--- src/core/asc_pkg.sv ---
// constants for the step 8 configuration register of converter a
package asc_pkg;
  // ----------------------------------------------------------------
  // bus geometry
  // ----------------------------------------------------------------
  localparam int          ADDR_W      = 12;
  localparam int          DATA_W      = 32;
  localparam int          CFG_W       = 16;
  localparam logic [7:0]  STEP8_INDEX = 8'h98;
  localparam logic [11:0] STEP8_ADDR  = {2'h0, STEP8_INDEX, 2'h0};
  localparam logic [1:0]  RESP_OKAY   = 2'h0;
  localparam logic [1:0]  RESP_SLVERR = 2'h2;
  // ----------------------------------------------------------------
  // field layout and reset
  // ----------------------------------------------------------------
  localparam int          EN_BIT      = 15;
  localparam int          GAIN_HI     = 14;
  localparam int          GAIN_LO     = 13;
  localparam int          RSV_HI      = 12;
  localparam int          RSV_LO      = 5;
  localparam int          NEG_BIT     = 4;
  localparam int          POS_HI      = 3;
  localparam int          POS_LO      = 0;
  localparam logic [15:0] CFG_RESET   = 16'h0008;
  localparam logic [15:0] CFG_WMASK   = 16'hE01F;
  // ----------------------------------------------------------------
  // gain codes and factors
  // ----------------------------------------------------------------
  localparam logic [1:0]  GAIN_C1     = 2'h0;
  localparam logic [1:0]  GAIN_C2     = 2'h1;
  localparam logic [2:0]  GAIN_X1     = 3'h1;
  localparam logic [2:0]  GAIN_X2     = 3'h2;
  localparam logic [2:0]  GAIN_X4     = 3'h4;
  // ----------------------------------------------------------------
  // positive input codes; internal sources are one-hot index code-8
  // ----------------------------------------------------------------
  localparam logic [3:0]  POS_TEMP    = 4'h8;
  localparam logic [3:0]  POS_SHORT   = 4'h9;
  localparam logic [3:0]  POS_TDAC    = 4'hA;
  localparam logic [3:0]  POS_ASUP4   = 4'hB;
  localparam logic [3:0]  POS_IOSUP4  = 4'hC;
  localparam logic [3:0]  POS_DSUP2   = 4'hD;
  localparam logic [3:0]  POS_APIN    = 4'hE;
  localparam logic [3:0]  POS_DPIN    = 4'hF;
  localparam int          N_EXT       = 8;
  localparam int          N_INT       = 8;
  localparam logic [7:0]  RST_INT_SEL = 8'h01;
endpackage

--- src/core/asc_reg_if.sv ---
// register access carrier between bus slave and register bank
`timescale 1ns/1ps
interface asc_reg_if;
  logic                           wr_en;
  logic [asc_pkg::ADDR_W-1:0]     wr_addr;
  logic [asc_pkg::DATA_W-1:0]     wr_data;
  logic [asc_pkg::DATA_W/8-1:0]   wr_strb;
  logic                           wr_hit;
  logic                           rd_en;
  logic [asc_pkg::ADDR_W-1:0]     rd_addr;
  logic [asc_pkg::DATA_W-1:0]     rd_data;
  logic                           rd_hit;
  modport slave (output wr_en, wr_addr, wr_data, wr_strb, rd_en, rd_addr,
                 input  wr_hit, rd_data, rd_hit);
  modport bank  (input  wr_en, wr_addr, wr_data, wr_strb, rd_en, rd_addr,
                 output wr_hit, rd_data, rd_hit);
endinterface // asc_reg_if

--- src/core/asc_axil_slave.sv ---
// axi4-lite slave front end, one write and one read in flight
`timescale 1ns/1ps
module asc_axil_slave (
  // clock and reset
  input  wire logic                          aclk,
  input  wire logic                          aresetn,
  // write channels
  input  wire logic [asc_pkg::ADDR_W-1:0]    awaddr,
  input  wire logic                          awvalid,
  output logic                               awready,
  input  wire logic [asc_pkg::DATA_W-1:0]    wdata,
  input  wire logic [asc_pkg::DATA_W/8-1:0]  wstrb,
  input  wire logic                          wvalid,
  output logic                               wready,
  output logic [1:0]                         bresp,
  output logic                               bvalid,
  input  wire logic                          bready,
  // read channels
  input  wire logic [asc_pkg::ADDR_W-1:0]    araddr,
  input  wire logic                          arvalid,
  output logic                               arready,
  output logic [asc_pkg::DATA_W-1:0]         rdata,
  output logic [1:0]                         rresp,
  output logic                               rvalid,
  input  wire logic                          rready,
  // register side
  asc_reg_if.slave                           regs
);
  logic aw_full;
  logic w_full;
  // handshakes and strobes toward the bank
  wire aw_take = awvalid && awready;
  wire w_take  = wvalid && wready;
  assign regs.wr_en   = aw_full && w_full;
  assign regs.rd_en   = arvalid && arready;
  assign regs.rd_addr = araddr;
  // write address and data hold until both are in
  always_ff @(posedge aclk) begin
    if (!aresetn) begin
      aw_full      <= 1'b0;
      w_full       <= 1'b0;
      awready      <= 1'b0;
      wready       <= 1'b0;
      bvalid       <= 1'b0;
      bresp        <= asc_pkg::RESP_OKAY;
      regs.wr_addr <= '0;
      regs.wr_data <= '0;
      regs.wr_strb <= '0;
    end else begin
      if (aw_take) begin
        aw_full      <= 1'b1;
        regs.wr_addr <= awaddr;
      end
      if (w_take) begin
        w_full       <= 1'b1;
        regs.wr_data <= wdata;
        regs.wr_strb <= wstrb;
      end
      awready <= aw_take ? 1'b0 : (awready || (!aw_full && !bvalid));
      wready  <= w_take ? 1'b0 : (wready || (!w_full && !bvalid));
      if (regs.wr_en) begin
        aw_full <= 1'b0;
        w_full  <= 1'b0;
        bvalid  <= 1'b1;
        bresp   <= regs.wr_hit ? asc_pkg::RESP_OKAY : asc_pkg::RESP_SLVERR;
      end else if (bvalid && bready) begin
        bvalid <= 1'b0;
      end
    end
  end
  // read answer is registered one cycle after the address is taken
  always_ff @(posedge aclk) begin
    if (!aresetn) begin
      arready <= 1'b0;
      rvalid  <= 1'b0;
      rdata   <= '0;
      rresp   <= asc_pkg::RESP_OKAY;
    end else begin
      arready <= regs.rd_en ? 1'b0 : (arready || !rvalid);
      if (regs.rd_en) begin
        rvalid <= 1'b1;
        rdata  <= regs.rd_hit ? regs.rd_data : '0;
        rresp  <= regs.rd_hit ? asc_pkg::RESP_OKAY : asc_pkg::RESP_SLVERR;
      end else if (rvalid && rready) begin
        rvalid <= 1'b0;
      end
    end
  end
endmodule // asc_axil_slave

--- src/core/asc_input_decode.sv ---
// decodes gain and input codes into one-hot routing selects
`timescale 1ns/1ps
module asc_input_decode (
  // configuration fields
  input  wire logic [1:0]                  gain_code,
  input  wire logic                        neg_select,
  input  wire logic [3:0]                  pos_code,
  // decoded routing
  output logic [2:0]                       gain_factor,
  output logic [asc_pkg::N_EXT-1:0]        ext_sel,
  output logic [asc_pkg::N_INT-1:0]        int_sel,
  output logic                             neg_ext7,
  output logic                             neg_auto
);
  // codes with the top bit set are internal and pick the negative side
  wire internal = pos_code[3];
  assign neg_auto = internal;
  assign neg_ext7 = neg_select && !internal;
  // both upper gain codes mean a factor of four
  assign gain_factor = (gain_code == asc_pkg::GAIN_C1) ? asc_pkg::GAIN_X1 :
                       (gain_code == asc_pkg::GAIN_C2) ? asc_pkg::GAIN_X2 :
                       asc_pkg::GAIN_X4;
  // one select line per external and per internal source
  for (genvar i = 0; i < asc_pkg::N_EXT; i++) begin : g_sel
    assign ext_sel[i] = !internal && (pos_code[2:0] == 3'(i));
    assign int_sel[i] = internal && (pos_code[2:0] == 3'(i));
  end
endmodule // asc_input_decode

--- src/core/asc_step8_cfg.sv ---
// step 8 configuration register of converter a with axi4-lite access
//
// What this block does
// - bit 15 set includes step 8
// - gain bits 14:13 give 1, 2, 4, 4
// - bit 4 picks ground or input 7
// - codes 0-7 external, 8 temperature sensor
// - code 9 ground short, 10 test dac
// - codes 11-15 select supply monitor points
// - internal codes override negative select bit
// - register at index 98h, resets 0008h
//
// Decided for this implementation: the register addresses and the AXI4-Lite slave port.
`timescale 1ns/1ps
module asc_step8_cfg (
  // clock and reset
  input  wire logic                          aclk,
  input  wire logic                          aresetn,
  // axi4-lite write channels
  input  wire logic [asc_pkg::ADDR_W-1:0]    awaddr,
  input  wire logic                          awvalid,
  output logic                               awready,
  input  wire logic [asc_pkg::DATA_W-1:0]    wdata,
  input  wire logic [asc_pkg::DATA_W/8-1:0]  wstrb,
  input  wire logic                          wvalid,
  output logic                               wready,
  output logic [1:0]                         bresp,
  output logic                               bvalid,
  input  wire logic                          bready,
  // axi4-lite read channels
  input  wire logic [asc_pkg::ADDR_W-1:0]    araddr,
  input  wire logic                          arvalid,
  output logic                               arready,
  output logic [asc_pkg::DATA_W-1:0]         rdata,
  output logic [1:0]                         rresp,
  output logic                               rvalid,
  input  wire logic                          rready,
  // step 8 controls toward the sequencer and input mux
  output logic                               step8_enable,
  output logic [2:0]                         gain_factor,
  output logic [asc_pkg::N_EXT-1:0]          pos_external,
  output logic [asc_pkg::N_INT-1:0]          pos_internal,
  output logic                               neg_external_7,
  output logic                               neg_automatic
);
  // ----------------------------------------------------------------
  // bus front end
  // ----------------------------------------------------------------
  asc_reg_if regs ();

  asc_axil_slave u_slave (
    .aclk    (aclk),
    .aresetn (aresetn),
    .awaddr  (awaddr),
    .awvalid (awvalid),
    .awready (awready),
    .wdata   (wdata),
    .wstrb   (wstrb),
    .wvalid  (wvalid),
    .wready  (wready),
    .bresp   (bresp),
    .bvalid  (bvalid),
    .bready  (bready),
    .araddr  (araddr),
    .arvalid (arvalid),
    .arready (arready),
    .rdata   (rdata),
    .rresp   (rresp),
    .rvalid  (rvalid),
    .rready  (rready),
    .regs    (regs)
  );

  // ----------------------------------------------------------------
  // address decode
  // ----------------------------------------------------------------
  logic [asc_pkg::CFG_W-1:0] cfg;
  logic [asc_pkg::CFG_W-1:0] next_cfg;
  logic [asc_pkg::CFG_W-1:0] lane_mask;
  logic [asc_pkg::CFG_W-1:0] wr_value;
  logic                      wr_take;

  // only the word at the step 8 index answers; low bits are byte lanes
  assign regs.wr_hit = regs.wr_addr[asc_pkg::ADDR_W-1:2]
                       == asc_pkg::STEP8_ADDR[asc_pkg::ADDR_W-1:2];
  assign regs.rd_hit = regs.rd_addr[asc_pkg::ADDR_W-1:2]
                       == asc_pkg::STEP8_ADDR[asc_pkg::ADDR_W-1:2];
  // upper sixteen data bits read as zero
  assign regs.rd_data = {{(asc_pkg::DATA_W-asc_pkg::CFG_W){1'b0}}, cfg};

  // ----------------------------------------------------------------
  // write merge
  // ----------------------------------------------------------------
  // byte lanes 0 and 1 carry the register; reserved bits never stored
  assign wr_take   = regs.wr_en && regs.wr_hit;
  assign lane_mask = {{8{regs.wr_strb[1]}}, {8{regs.wr_strb[0]}}};
  assign wr_value  = (cfg & ~lane_mask)
                     | (regs.wr_data[asc_pkg::CFG_W-1:0] & lane_mask
                        & asc_pkg::CFG_WMASK);
  assign next_cfg  = wr_take ? wr_value : cfg;

  // ----------------------------------------------------------------
  // routing decode of the value about to be stored
  // ----------------------------------------------------------------
  logic [2:0]                next_gain;
  logic [asc_pkg::N_EXT-1:0] next_ext;
  logic [asc_pkg::N_INT-1:0] next_int;
  logic                      next_neg_ext7;
  logic                      next_neg_auto;

  // decoding next_cfg lets outputs move on the same edge as cfg
  asc_input_decode u_decode (
    .gain_code   (next_cfg[asc_pkg::GAIN_HI:asc_pkg::GAIN_LO]),
    .neg_select  (next_cfg[asc_pkg::NEG_BIT]),
    .pos_code    (next_cfg[asc_pkg::POS_HI:asc_pkg::POS_LO]),
    .gain_factor (next_gain),
    .ext_sel     (next_ext),
    .int_sel     (next_int),
    .neg_ext7    (next_neg_ext7),
    .neg_auto    (next_neg_auto)
  );

  // ----------------------------------------------------------------
  // register and registered controls
  // ----------------------------------------------------------------
  // stored word, reset to step off, gain 1, temperature sensor
  always_ff @(posedge aclk) begin
    if (!aresetn) begin
      cfg <= asc_pkg::CFG_RESET;
    end else begin
      cfg <= next_cfg;
    end
  end

  // step enable and decoded gain registered from the value about to be stored
  always_ff @(posedge aclk) begin
    if (!aresetn) begin
      step8_enable <= 1'b0;
      gain_factor  <= asc_pkg::GAIN_X1;
    end else begin
      step8_enable <= next_cfg[asc_pkg::EN_BIT];
      gain_factor  <= next_gain;
    end
  end

  // positive and negative input routing
  always_ff @(posedge aclk) begin
    if (!aresetn) begin
      pos_external   <= '0;
      pos_internal   <= asc_pkg::RST_INT_SEL;
      neg_external_7 <= 1'b0;
      neg_automatic  <= 1'b1;
    end else begin
      pos_external   <= next_ext;
      pos_internal   <= next_int;
      neg_external_7 <= next_neg_ext7;
      neg_automatic  <= next_neg_auto;
    end
  end

  wire [3:0] pos_now = cfg[asc_pkg::POS_HI:asc_pkg::POS_LO];
  wire [1:0] gain_now = cfg[asc_pkg::GAIN_HI:asc_pkg::GAIN_LO];
endmodule // asc_step8_cfg

--- config.mk ---
export PLATFORM = sky130hd
export DESIGN_NAME = asc_step8_cfg
export DESIGN_NICKNAME = d
export VERILOG_FILES = /design/src/core/asc_pkg.sv /design/src/core/asc_reg_if.sv /design/src/core/asc_axil_slave.sv /design/src/core/asc_input_decode.sv /design/src/core/asc_step8_cfg.sv
export SDC_FILE = /design/constraint.sdc
export NUM_CORES = 1
export LEC_CHECK = 0
export CAP_MARGIN = 10
export CORE_MARGIN = 2
export CORE_UTILIZATION = 45
export DETAILED_ROUTE_END_ITERATION = 16
export DONT_BUFFER_PORTS = 1
export PLACE_DENSITY_LB_ADDON = 0.08
export SETUP_SLACK_MARGIN = 0.05
export SYNTH_ARGS = -nofsm -noshare
export SYNTH_HDL_FRONTEND = slang
export SYNTH_SLANG_ARGS = --single-unit
--- constraint.sdc ---
create_clock -name aclk -period 1.7 [get_ports aclk]
set_input_delay 0.085 -clock aclk [delete_from_list [all_inputs] [get_ports aclk]]
set_output_delay 0.085 -clock aclk [all_outputs]
set_load 0.005 [all_outputs]
Word level (Yosys, flattened, before mapping)
Index checks and enable logic that the tools add are counted.
Word-level totals
  register bits: 111
Operators by class
  equality and inequality tests: 10
  muxes and demuxes: 9
  bitwise gates (word level): 5
  reduce and logical (&&, ||, !) cells: 43
Operator list (count)
  bitwise AND 16 bit: 2
  two-way mux 16 bit: 2
  logical AND 1 bit: 26
  == test 10 x 8 -> 1 bit (second input constant): 2
  inverter 16 bit: 1
  OR 16 bit: 1
  == test 3 bit (second input constant): 4
  OR reduction 2 bit: 5
  == test 3 x 2 -> 1 bit (second input constant): 2
  logical NOT 1 bit: 5
  two-way mux 1 bit: 4
  two-way mux 2 bit: 2
  nonzero test 2 bit: 2
  == test 3 x 1 -> 1 bit (second input constant): 1
  logical NOT 3 bit: 1
  logical OR 1 bit: 3
  two-way mux 3 bit: 1
  == test 2 x 1 -> 1 bit (second input constant): 1
  logical NOT 2 bit: 1
  inverter 1 bit: 1

Longest topological paths before layout
Gate-level depths: netlist of run 1.
  depth after elaboration: 6
  depth in mapped cells: 5
  gate-level depth less buffers: 3

Modules after synthesis
Synthesis of run 1 repeated with hierarchy kept, for this count alone.
Second synthesis, totals
  cells, all modules: 562
  area total of the unflattened synthesis: 5647.9 um2
Modules (own cells, without submodules)
  asc_axil_slave: times used 1, cells an instance 418, area each 4025.1 um2
  asc_step8_cfg: times used 1, cells an instance 119, area each 1327.5 um2
  asc_input_decode: times used 1, cells an instance 25, area each 295.3 um2

Worst setup path after synthesis of run 1
No wires, ideal clock.
  kind: reg2reg
  start: register u_slave.regs.wr_addr[7]
  end: register pos_internal[6] (netlist bit)
  arrival time: 1.750 ns
  data required time: 1.628 ns
  slack: -0.122 ns
  stages on the path, launching flop included: 5
  path buffers: 1
  cell sequence: dfxtp_1 > or4b_4 > nor4_4 > buf_6 > mux2i_1
On the way
  longest elaborated chain between the ends: 5
RTL lines
  start, declared: line asc_reg_if.sv:13  | modport slave (output wr_en, wr_addr, wr_data, wr_strb, rd_en, rd_addr,
  start signal, assigned: line asc_axil_slave.sv:52  | regs.wr_addr <= awaddr;
  == test 10 x 8 -> 1 bit *: line asc_step8_cfg.sv:85  | == asc_pkg::STEP8_ADDR[asc_pkg::ADDR_W-1:2];
  logical AND 1 bit *: line asc_step8_cfg.sv:95  | assign wr_take = regs.wr_en && regs.wr_hit;
  two-way mux 16 bit *: line asc_step8_cfg.sv:100  | assign next_cfg = wr_take ? wr_value : cfg;
  == test 3 bit: line asc_input_decode.sv:26  | assign int_sel[i] = internal && (pos_code[2:0] == 3'(i));
  logical AND 1 bit *: line asc_input_decode.sv:26
  end signal, assigned: line asc_step8_cfg.sv:150  | pos_internal <= asc_pkg::RST_INT_SEL;
  end signal, assigned: line asc_step8_cfg.sv:155  | pos_internal <= next_int;
  end, declared: line asc_step8_cfg.sv:42  | output logic [asc_pkg::N_INT-1:0] pos_internal,
Mark *: on every way between the ends. The rest lies on a longest branch, timed or not.
A chain may end at the register's enable or synchronous reset.

Final worst setup path of run 1
  start: register u_slave.regs.wr_addr[10]
  end: register pos_internal[3] (netlist bit)
On the way
  longest elaborated chain between the ends: 5
RTL lines (line)
  == test 10 x 8 -> 1 bit *: asc_step8_cfg.sv:85
  logical AND 1 bit *: asc_step8_cfg.sv:95
  two-way mux 16 bit *: asc_step8_cfg.sv:100
  == test 3 x 2 -> 1 bit: asc_input_decode.sv:26
  logical AND 1 bit *: asc_input_decode.sv:26
Marked as above.

==> results of run 1 <==
==> flip-flops by register name (all words and copies together), names as in the netlist, 2 cells and up, named ones only <==
name,flops
u_slave.rdata,16
u_slave.regs.wr_data,8
u_slave.regs.wr_addr,10
cfg,15
pos_external,8
u_slave.regs.wr_strb,2
pos_internal,8
gain_factor,3
==> power by group through the flow <==
stage | Sequential (mW) | Combinational [mW] | Clock, mW
2_1_floorplan | 2.01 | 0.192 | 0
3_3_place_gp | 2.02 | 0.199 | 0
3_5_place_dp | 2.02 | 0.202 | 0
4_1_cts | 1.98 | 0.268 | 1.65
5_1_grt | 1.98 | 0.307 | 1.74
6_report | 1.98 | 0.271 | 1.61
==> layer usage <==
| layer | vias to the layer above | routed length (um) |
|---|---|---|
| met2 | 76 | 3690 |
| met3 | 6 | 396 |
| met4 | 0 | 99 |
| met5 | - | 0 |
| met1 | 1296 | 3360 |
| li1 | 1382 | - |
==> cells by family (layout without fill, tap and decap cells) <==
logic type,count (synthesis),count (layout),synth area share
AO/OA/AOI/OAI,48,48,0.0736
buffers and inverters,52,82,0.0806
flip-flops,81,81,0.479
multiplexers,29,29,0.0865
other,1,18,0.00111
AND/OR/NAND/NOR,178,178,0.279
==> placed cells by master (no fill, tap or decap), drive strengths merged, types with 5 or more instances in the layout <==
| cell | Yosys | routed |
|---|---|---|
| and3 | 10 | 10 |
| nand2 | 91 | 91 |
| clkbuf | 23 | 12 |
| mux2i | 27 | 27 |
| nand3b | 5 | 5 |
| nand4 | 20 | 20 |
| buf | 23 | 17 |
| dlygate4sd3 | 0 | 43 |
| a21oi | 43 | 43 |
| nand3 | 9 | 9 |
| nor2 | 10 | 10 |
| dfxtp | 81 | 81 |
| inv | 6 | 6 |
| conb | 1 | 18 |
==> how the worst min path moves through the flow <==
stage / slack (ns) / to / startpoint / depth (start not counted)
after floorplan: 0.22 / u_slave.regs.wr_data[15] / wdata[15] / 2
after global placement: 0.22 / u_slave.regs.wr_addr[5] / awaddr[5] / 2
after detailed placement: 0.23 / u_slave.regs.wr_data[13] / wdata[13] / 2
after CTS: 0.05 / pos_external[0] / aresetn / 3
after global routing: 0.06 / pos_external[0] / aresetn / 3
final: 0.06 / pos_external[0] / aresetn / 3
==> tightest hold or removal path, cell delays in order <==
cell     delay, ns
nor3b_1       0.15
nand2_1       0.06
mux2i_1       0.06
==> final cells by class <==
cell class                 instances  area, sq um
tap                               99          124
timing repair buffer              61          587
sequential                        81         1620
clock buffer                      12          135
fill                             705         3090
multi-input combinational        273         1580
inverter                           6         22.5
clock inverter                     3         90.1
==> what timing repair did <==
item                                    in CTS  in global routing
resized for setup                            1                  8
endpoints found under the setup margin      16                 31
endpoints found under the hold margin       45                  0
hold buffers                                44                  0
pin swaps                                    0                  0
==> key figures, run 1 <==
Outcome
  – Status: finished clean

STA
  – Final WS setup: 0.00979 ns
  – Final hold slack: 0.0624 ns
  – Fraction of the cycle the final worst path needs: 0.994
  – Minimum clock period: 1.69 ns
  – Hold Vio Cnt, Final: 0
  – F_max: 592 MHz
  – Clk_skew: 0.0109 ns
  – RSZ-0062 raised after global routing: true
  – Slew @ Worst Pin: 0.640 ns
  – Total negative setup slack: 0 ns
  – Slew Limit Fails: 0
  – Max-slew headroom: 0.573
  – Setup Viol. Count Final: 0

Pwr
  – Power per cell area: 928 nW/um^2
  – Cell leakage power: 1.52 nW
  – Switching pwr: 825 uW
  – Cell-internal power: 3.04 mW
  – Flop pwr share: 0.512
  – Power Total: 3.86 mW
  – Switching share of power: 0.214
  – Clock share of power: 0.418
  – Logic pwr share: 0.070
  – VDD IR max: 560 uV

Logic synthesis
  – Top cells by area, synth: dfxtp_1 (48%), nand2_1 (10%), mux2i_1 (8.0%)
  – Area leader, netlist: dfxtp_1
  – Post-synth top flop: dfxtp_1
  – Top-count cell post-synth: nand2_1
  – Share of the synthesized area in the top cell type: 0.479
  – EDFF count, synth: 0
  – Seq cells post-synth: 81
  – Sequential-to-total area share from yosys stat: 0.479
  – Synth Warn #: 0
  – Synth cell types: 38
  – Synth cell count leaders: nand2_1 (91), dfxtp_1 (81), a21oi_1 (43)
  – Synth Area per Inst: 8.70 sq um
  – Post-synthesis cell area: 3380 sq um
  – Mapped Cells: 389
  – Asr flop ratio synth: 0

Die
  – Chip height: 90.7 um
  – Core area: 7250 sq um
  – Initial Utilization: 0.466
  – IO Pins: 130
  – Rows: 31
  – Die X: 90.7 um
  – Die footprint: 8230 sq um

Clock network
  – Worst-Skew Late Latency: 0.34 ns
  – H-tree depth: 3
  – CTS root buffer: clkbuf_8
  – Max clock buf depth: 2
  – Clk sinks: 81
  – TritonCTS clock tree: done
  – CTS Buf Count: 9
  – Setup bufs post-CTS: 0
  – CTS clock-pin slew for the worst setup and hold paths: 0.08 ns

Finish
  – N_diodes: 0
  – Proportion of layout cells with a drive suffix above 1: 0.106
  – Nets: 499
  – Fin area: 4160 sq um
  – Finished Layout Cells: 535
  – Layout area overhead: 23.0%
  – Layout Utilization: 0.574

Setup path
  – Worst reg2reg startpoint: u_slave.regs.wr_addr[10]
  – Reg2reg path depth: 4
  – Worst Path Required: 1.97 ns
  – End of the critical path: pos_internal[3]
  – Crit path launch type: flip-flop
  – Highest net fanout along the worst path: 15
  – Critical Path AT: 1.96 ns
  – Crit path buffers/inverters: 1
  – Reg2reg setup slack: 0.01 ns
  – Crit path capture type: flip-flop
  – Crit. path cell count: 4
  – Setup Crit Path Kind: flip-flop to flip-flop
  – Crit path launch: u_slave.regs.wr_addr[10]
  – Worst-path cell chain: or4b_4 > nor4_4 > buf_12 > mux2i_1
  – Slowest CP cell: or4b_4
  – CP max stage delay: 0.58 ns
  – CP top delay family: simple AND/OR/NAND/NOR gates
  – Critical R2R Capture: pos_internal[3]

Placement
  – GP Congestion: 0.743
  – Cells after DPL: 476
  – Port buffer count: 0
  – Worst slack, placed: -0.00183 ns
  – DP Wirelength: 4.99 mm
  – Dpl cell area: 3470 sq um

Global routing
  – Grt peak-use layer: met2
  – Largest net degree at the start of global routing: 23
  – First-pass GRT wire length: 13.1 mm
  – All-layer global routing usage: 0.197
  – Met3 Resource Use GR: 0.0526
  – Antenna violations before repair: 0
  – Vias in the first global route: 2778
  – GR Layer Usage met1: 0.233
  – Total congestion overflow: 0
  – M2 GR Usage: 0.345

Route
  – DRC viols: 0
  – Routed len/inst: 14.1 um
  – Via density: 5.16
  – Routed Antenna Nets: 0
  – DRT Pass-1 Iters: 4
  – DR iter-0 viols: 74
  – Post-Route WL: 7.54 mm
  – Vias: 2760

Run
  – Max Cap Violations: 0

Min path
  – Worst Hold Class: primary input to flip-flop
No activity file was read; power rests on OpenSTA's default activity.
==> run 2: changes to the inputs <==
--- a/config.mk
+++ b/config.mk
@@ -10,6 +10,7 @@
 export CORE_UTILIZATION = 45
 export DETAILED_ROUTE_END_ITERATION = 16
 export DONT_BUFFER_PORTS = 1
+export GPL_TIMING_DRIVEN = 0
 export PLACE_DENSITY_LB_ADDON = 0.08
 export SETUP_SLACK_MARGIN = 0.05
 export SYNTH_ARGS = -nofsm -noshare
==> run 2 against run 1 <==
  * The run now ends with negative setup slack left
  * Worst hold slack improved by 0.045 ns
  * Fmax is 5.6% lower
  * Global-route usage up 0.54 points
  * Routed wire length grew 6.6%
  * Clock skew fell by 0.0045 ns
==> key figures, run 2 (synthesis results as in run 1) <==
STA
  – Max-slew headroom: 0.624 (was 0.573)
  – Slew Limit Fails: 0 (unchanged)
  – Hold Vio Cnt, Final: 0 (unchanged)
  – Final WS setup: -0.0896 ns (was 0.00979 ns)
  – Minimum clock period: 1.79 ns (was 1.69 ns)
  – RSZ-0062 raised after global routing: true (unchanged)
  – F_max: 559 MHz (was 592 MHz)
  – Fraction of the cycle the final worst path needs: 1.05 (was 0.994)
  – Setup Viol. Count Final: 16 (was 0)
  – Clk_skew: 0.00640 ns (was 0.0109 ns)
  – Slew @ Worst Pin: 0.564 ns (was 0.640 ns)
  – Final hold slack: 0.107 ns (was 0.0624 ns)

Placement
  – GP Congestion: 0.782 (was 0.743)
  – Port buffer count: 0 (unchanged)
  – Dpl cell area: 3570 sq um (was 3470 sq um)
  – DP Wirelength: 5.43 mm (was 4.99 mm)

Global routing
  – Vias in the first global route: 2789 (was 2778)
  – All-layer global routing usage: 0.202 (was 0.197)
  – Total congestion overflow: 0 (unchanged)
  – Grt peak-use layer: met2 (unchanged)
  – Largest net degree at the start of global routing: 14 (was 23)
  – Met3 Resource Use GR: 0.0534 (was 0.0526)
  – First-pass GRT wire length: 13.4 mm (was 13.1 mm)
  – M2 GR Usage: 0.340 (was 0.345)
  – Antenna violations before repair: 0 (unchanged)
  – GR Layer Usage met1: 0.249 (was 0.233)

Finish
  – Largest register FFs: 16 (unchanged)
  – Proportion of layout cells with a drive suffix above 1: 0.142 (was 0.106)
  – Fin area: 4240 sq um (was 4160 sq um)
  – Top reg by flops: u_slave.rdata (unchanged)
  – Biggest regs: u_slave.rdata (16), cfg (15), u_slave.regs.wr_addr (10) (unchanged)
  – Nets: 519 (was 499)
  – Layout area overhead: 25.3% (was 23.0%)
  – Commonest non-fill, non-tap cell in the layout: nand2_1 (unchanged)
  – N_diodes: 0 (unchanged)
  – Most frequent cells in the layout: nand2_1 (91), dfxtp_1 (77), a21oi_1 (43) (was nand2_1 (90), dfxtp_1 (80), a21oi_1 (43), dlygate4sd3_1 (43), mux2i_1 (26))

Pwr
  – Flop pwr share: 0.486 (was 0.512)
  – Clock share of power: 0.441 (was 0.418)
  – Cell leakage power: 1.59 nW (was 1.52 nW)
  – VDD IR max: 533 uV (was 560 uV)
  – Logic pwr share: 0.072 (was 0.070)
  – Cell-internal power: 3.19 mW (was 3.04 mW)
  – Power Total: 4.07 mW (was 3.86 mW)
  – Power per cell area: 960 nW/um^2 (was 928 nW/um^2)
  – Switching share of power: 0.216 (was 0.214)
  – Switching pwr: 879 uW (was 825 uW)

Outcome
  – Failing checks: negative setup slack
  – Status: finished with violations (was finished clean)

Setup path
  – Crit path capture type: flip-flop (unchanged)
  – Setup Crit Path Kind: flip-flop to flip-flop (unchanged)
  – Critical Path AT: 2.07 ns (was 1.96 ns)
  – Worst reg2reg startpoint: u_slave.regs.wr_addr[3] (was u_slave.regs.wr_addr[10])
  – Reg2reg setup slack: -0.09 ns (was 0.01 ns)
  – Highest net fanout along the worst path: 5 (was 15)
  – Crit path launch type: flip-flop (unchanged)
  – Reg2reg path depth: 5 (was 4)
  – Critical R2R Capture: pos_internal[2] (was pos_internal[3])
  – Worst Path Required: 1.98 ns (was 1.97 ns)

Route
  – Via density: 5.06 (was 5.16)
  – DR iter-0 viols: 70 (was 74)
  – Routed len/inst: 14.5 um (was 14.1 um)
  – Routed Antenna Nets: 0 (unchanged)
  – DRC viols: 0 (unchanged)
  – Post-Route WL: 8.05 mm (was 7.54 mm)
  – Vias: 2814 (was 2760)
  – DRT Pass-1 Iters: 4 (unchanged)

Clock network
  – CTS Buf Count: 9 (unchanged)
  – CTS clock-pin slew for the worst setup and hold paths: 0.08 ns (about the same)
  – Worst-Skew Late Latency: 0.35 ns (was 0.34 ns)
  – Max clock buf depth: 2 (unchanged)
  – H-tree depth: 3 (unchanged)
  – Clk sinks: 81 (unchanged)
  – TritonCTS clock tree: done (unchanged)
  – CTS root buffer: clkbuf_8 (unchanged)

Die
  – Rows: 31 (unchanged)
  – IO Pins: 130 (unchanged)
  – Core area: 7250 sq um (unchanged)
  – Die footprint: 8230 sq um (unchanged)
  – Die X: 90.7 um (unchanged)
  – Initial Utilization: 0.466 (unchanged)
  – Chip height: 90.7 um (unchanged)

Min path
  – Worst Hold Class: primary input to flip-flop (unchanged)
  – Hold Startpoint: araddr[3] (was aresetn)
  – WHS Path Cells: 4 (was 3)
  – Hold worst-path end: u_slave.rdata[6] (was pos_external[0])

Run
  – Max Cap Violations: 0 (unchanged)
-- run 2: cell count changes in the layout (fill, tap and decap cells not counted), moves of 2 or more --
cell / delta
clkbuf_1: +20
buf_2: +3
dlygate4sd3_1: -16
buf_4: +8
dfxtp_1: -3
clkinv_2: +2
dfxtp_2: +3
-- run 2: stage by stage --
stage,TNS [ns],setup WS [ns],instances,utilization
2_1_floorplan,-1.21,-0.121,406,-
3_3_place_gp,-6.51,-0.415,505,0.492
3_5_place_dp,-7.81,-0.425,505,0.492
4_1_cts,-0.877,-0.0886,553,0.575
5_1_grt,-3.04,-0.170,556,0.585
6_report,-1.08,-0.0896,556,0.585
-- run 2: how the worst max path moves through the flow --
stage | start | to | slack (ns) | cells past startpoint
2_1_floorplan | u_slave.regs.wr_addr[10] | pos_internal[6] | -0.12 | 4
3_3_place_gp | u_slave.regs.wr_addr[10] | pos_internal[6] | -0.42 | 4
3_5_place_dp | u_slave.regs.wr_addr[10] | pos_internal[6] | -0.42 | 4
4_1_cts | u_slave.regs.wr_addr[7] | pos_internal[6] | -0.09 | 5
5_1_grt | u_slave.regs.wr_addr[3] | pos_external[2] | -0.17 | 5
6_report | u_slave.regs.wr_addr[3] | pos_internal[2] | -0.09 | 5
-- run 2: timing repair --
item	CTS	global route
hold buffers	27	0
pin swaps	4	2
endpoints found under the hold margin	32	0
gates cloned	0	1
resized for setup	11	9
endpoints found under the setup margin	46	42
buffers inserted	5	2
-- run 2: routing by layer --
metal | share of wire | vias to the layer above | routed length, um
met5 | 0 | - | 0
met3 | 0.063 | 11 | 507
li1 | - | 1420 | -
met4 | 0.014 | 0 | 116
met1 | 0.44 | 1296 | 3520
met2 | 0.49 | 87 | 3900
-- run 2: power by group through the flow --
stage	Clock [mW]	Combinational (mW)	Sequential, mW
after detailed placement	0	0.237	2.02
after global placement	0	0.232	2.02
after CTS	1.83	0.290	1.98
final	1.80	0.295	1.98
after global routing	1.90	0.333	1.99
after floorplan	0	0.192	2.01
-- run 2: final cells by class --
| type | count | area (sq um) |
|---|---|---|
| fill | 676 | 3010 |
| sequential | 81 | 1630 |
| multi-input combinational | 273 | 1580 |
| timing repair buffer | 35 | 363 |
| buffer | 46 | 264 |
| clock inverter | 6 | 130 |
| clock buffer | 10 | 128 |
| tap | 99 | 124 |
| inverter | 6 | 22.5 |
-- run 2: critical path, stage by stage, from the launching register on --
cell and delay [ns]:
dfxtp_2 0.33, or4bb_4 0.57, nor4_4 0.30, buf_6 0.18
clkbuf_16 0.15, mux2i_1 0.18
==> run 3: changes to the inputs <==
--- a/config.mk
+++ b/config.mk
@@ -8,6 +8,7 @@
 export CAP_MARGIN = 10
 export CORE_MARGIN = 2
 export CORE_UTILIZATION = 45
+export CTS_BUF_LIST = sky130_fd_sc_hd__clkbuf_16
 export DETAILED_ROUTE_END_ITERATION = 16
 export DONT_BUFFER_PORTS = 1
 export GPL_TIMING_DRIVEN = 0
==> run 3 against run 2 <==
  * Largest power group is now clock
  * First-iteration DRC count increased by 5.7%
  * The run still ends with negative setup slack left
  * Clock power rose by 28%
  * Non-clock buffer count shrank 1
  * Sequential share of layout area fell by 0.92 points
  * Fmax down 0.76%
  * Sequential power about the same
  * Total power rose by 13%
  * Cell count is 0.18% lower
==> key figures, run 3 (synthesis results as in run 1) <==
Die
  – Core area: 7250 sq um (unchanged)
  – Initial Utilization: 0.466 (unchanged)
  – Die X: 90.7 um (unchanged)
  – Die footprint: 8230 sq um (unchanged)
  – IO Pins: 130 (unchanged)
  – Rows: 31 (unchanged)
  – Chip height: 90.7 um (unchanged)

STA
  – Total negative setup slack: -1.20 ns (was -1.08 ns)
  – RSZ-0062 raised after global routing: true (unchanged)
  – Clk_skew: 0.00427 ns (was 0.00640 ns)
  – Final WS setup: -0.103 ns (was -0.0896 ns)
  – F_max: 555 MHz (was 559 MHz)
  – Setup Viol. Count Final: 15 (was 16)
  – Fraction of the cycle the final worst path needs: 1.06 (was 1.05)
  – Slew Limit Fails: 0 (unchanged)
  – Hold Vio Cnt, Final: 0 (unchanged)
  – Final hold slack: 0.0198 ns (was 0.107 ns)
  – Max-slew headroom: 0.537 (was 0.624)
  – Slew @ Worst Pin: 0.693 ns (was 0.564 ns)
  – Minimum clock period: 1.80 ns (was 1.79 ns)

Global routing
  – Vias in the first global route: 2839 (was 2789)
  – M2 GR Usage: 0.350 (was 0.340)
  – First-pass GRT wire length: 13.6 mm (was 13.4 mm)
  – Met3 Resource Use GR: 0.0484 (was 0.0534)
  – Largest net degree at the start of global routing: 14 (unchanged)
  – Grt peak-use layer: met2 (unchanged)
  – Total congestion overflow: 0 (unchanged)
  – GR Layer Usage met1: 0.247 (was 0.249)
  – Antenna violations before repair: 0 (unchanged)
  – All-layer global routing usage: 0.204 (was 0.202)

Placement
  – DP Wirelength: 5.43 mm (unchanged)
  – Cells after DPL: 505 (unchanged)
  – GP Congestion: 0.782 (unchanged)
  – Port buffer count: 0 (unchanged)
  – Dpl cell area: 3570 sq um (unchanged)

Pwr
  – Power per cell area: 1050 nW/um^2 (was 960 nW/um^2)
  – Cell leakage power: 1.64 nW (was 1.59 nW)
  – VDD IR max: 663 uV (was 533 uV)

Setup path
  – Crit path launch type: flip-flop (unchanged)
  – Setup Crit Path Kind: flip-flop to flip-flop (unchanged)
  – Highest net fanout along the worst path: 5 (unchanged)
  – Worst Path Required: 1.96 ns (was 1.98 ns)
  – Critical Path AT: 2.06 ns (was 2.07 ns)
  – Crit path capture type: flip-flop (unchanged)

Outcome
  – Status: finished with violations (unchanged)
  – Failing checks: negative setup slack (unchanged)

Route
  – Post-Route WL: 8.16 mm (was 8.05 mm)
  – Vias: 2838 (was 2814)
  – Via density: 5.11 (was 5.06)
  – DR iter-0 viols: 74 (was 70)
  – DRT Pass-1 Iters: 4 (unchanged)
  – DRC viols: 0 (unchanged)
  – Routed Antenna Nets: 0 (unchanged)
  – Routed len/inst: 14.7 um (was 14.5 um)

Clock network
  – Max clock buf depth: 2 (unchanged)
  – CTS clock-pin slew for the worst setup and hold paths: 0.06 ns (was 0.08 ns)
  – CTS Buf Count: 9 (unchanged)
  – TritonCTS clock tree: done (unchanged)
  – H-tree depth: 3 (unchanged)
  – Worst-Skew Late Latency: 0.33 ns (was 0.35 ns)
  – CTS root buffer: clkbuf_16 (was clkbuf_8)
  – Clk sinks: 81 (unchanged)

Finish
  – Filler Cell Count: 655 (was 676)
  – Largest register FFs: 16 (unchanged)
  – Layout area overhead: 28.8% (was 25.3%)
  – Biggest regs: u_slave.rdata (16), cfg (15), u_slave.regs.wr_addr (10) (unchanged)
  – Top reg by flops: u_slave.rdata (unchanged)
  – Most frequent cells in the layout: nand2_1 (91), dfxtp_1 (75), a21oi_1 (43) (was nand2_1 (91), dfxtp_1 (77), a21oi_1 (43))
  – N_diodes: 0 (unchanged)
  – Commonest non-fill, non-tap cell in the layout: nand2_1 (unchanged)
  – Finished Layout Cells: 555 (was 556)
  – Fin area: 4360 sq um (was 4240 sq um)
  – Proportion of layout cells with a drive suffix above 1: 0.151 (was 0.142)
  – Nets: 518 (was 519)

Min path
  – Worst Hold Class: primary input to flip-flop (unchanged)

Run
  – Max Cap Violations: 0 (unchanged)
run 3: through the flow:
stage / total power [mW] / util / setup WS [ns]
after floorplan: 2.20 / - / -0.121
after global placement: 2.25 / 0.492 / -0.415
after detailed placement: 2.26 / 0.492 / -0.425
after CTS: 4.62 / 0.587 / -0.0807
after global routing: 4.74 / 0.601 / -0.166
final: 4.59 / 0.601 / -0.103
run 3: final timing paths:
check                                              start                       end  slack, ns  cells past startpoint
worst min-delay path                             awvalid           u_slave.aw_full       0.02                      3
worst min register to register  u_slave.regs.wr_data[15]  u_slave.regs.wr_data[15]       0.46                      2
worst max-delay path             u_slave.regs.wr_addr[3]           pos_internal[2]      -0.10                      5
worst max register to register   u_slave.regs.wr_addr[3]           pos_internal[2]      -0.10                      5
run 3: timing repair:
action / CTS / global route
pin swaps: 4 / 2
hold endpoints to repair: 25 / 0
buffers inserted: 5 / 3
hold buffers: 25 / 0
gates resized for setup: 11 / 15
gates cloned: 0 / 1
setup endpoints to repair: 46 / 43
run 3: layer usage:
layer	share of wire	wire length, um	vias up
li1	-	-	1429
met1	0.42	3450	1299
met2	0.49	4000	93
met3	0.066	537	17
met4	0.021	173	0
met5	0	0	-
run 3: critical path: stages, from the launching register on:
cell       delay (ns)
dfxtp_2          0.33
or4bb_4          0.57
nor4_4           0.31
buf_6            0.19
clkbuf_16        0.15
mux2i_1          0.18
run 3: cell type report:
type | count | area, sq um | area share
timing repair buffer | 34 | 350 | 0.0804
inverter | 6 | 22.5 | 0.00517
tap | 99 | 124 | 0.0284
clock buffer | 9 | 225 | 0.0517
sequential | 81 | 1630 | 0.374
clock inverter | 7 | 134 | 0.0307
multi-input combinational | 273 | 1610 | 0.369
buffer | 46 | 264 | 0.0606
run 3: where the power goes:
group	total (mW)	leakage [nW]	internal (mW)	switching, mW
sequential	1.98	0.659	1.94	0.0444
clock	2.31	0.181	1.57	0.738
combinational	0.301	0.801	0.141	0.160
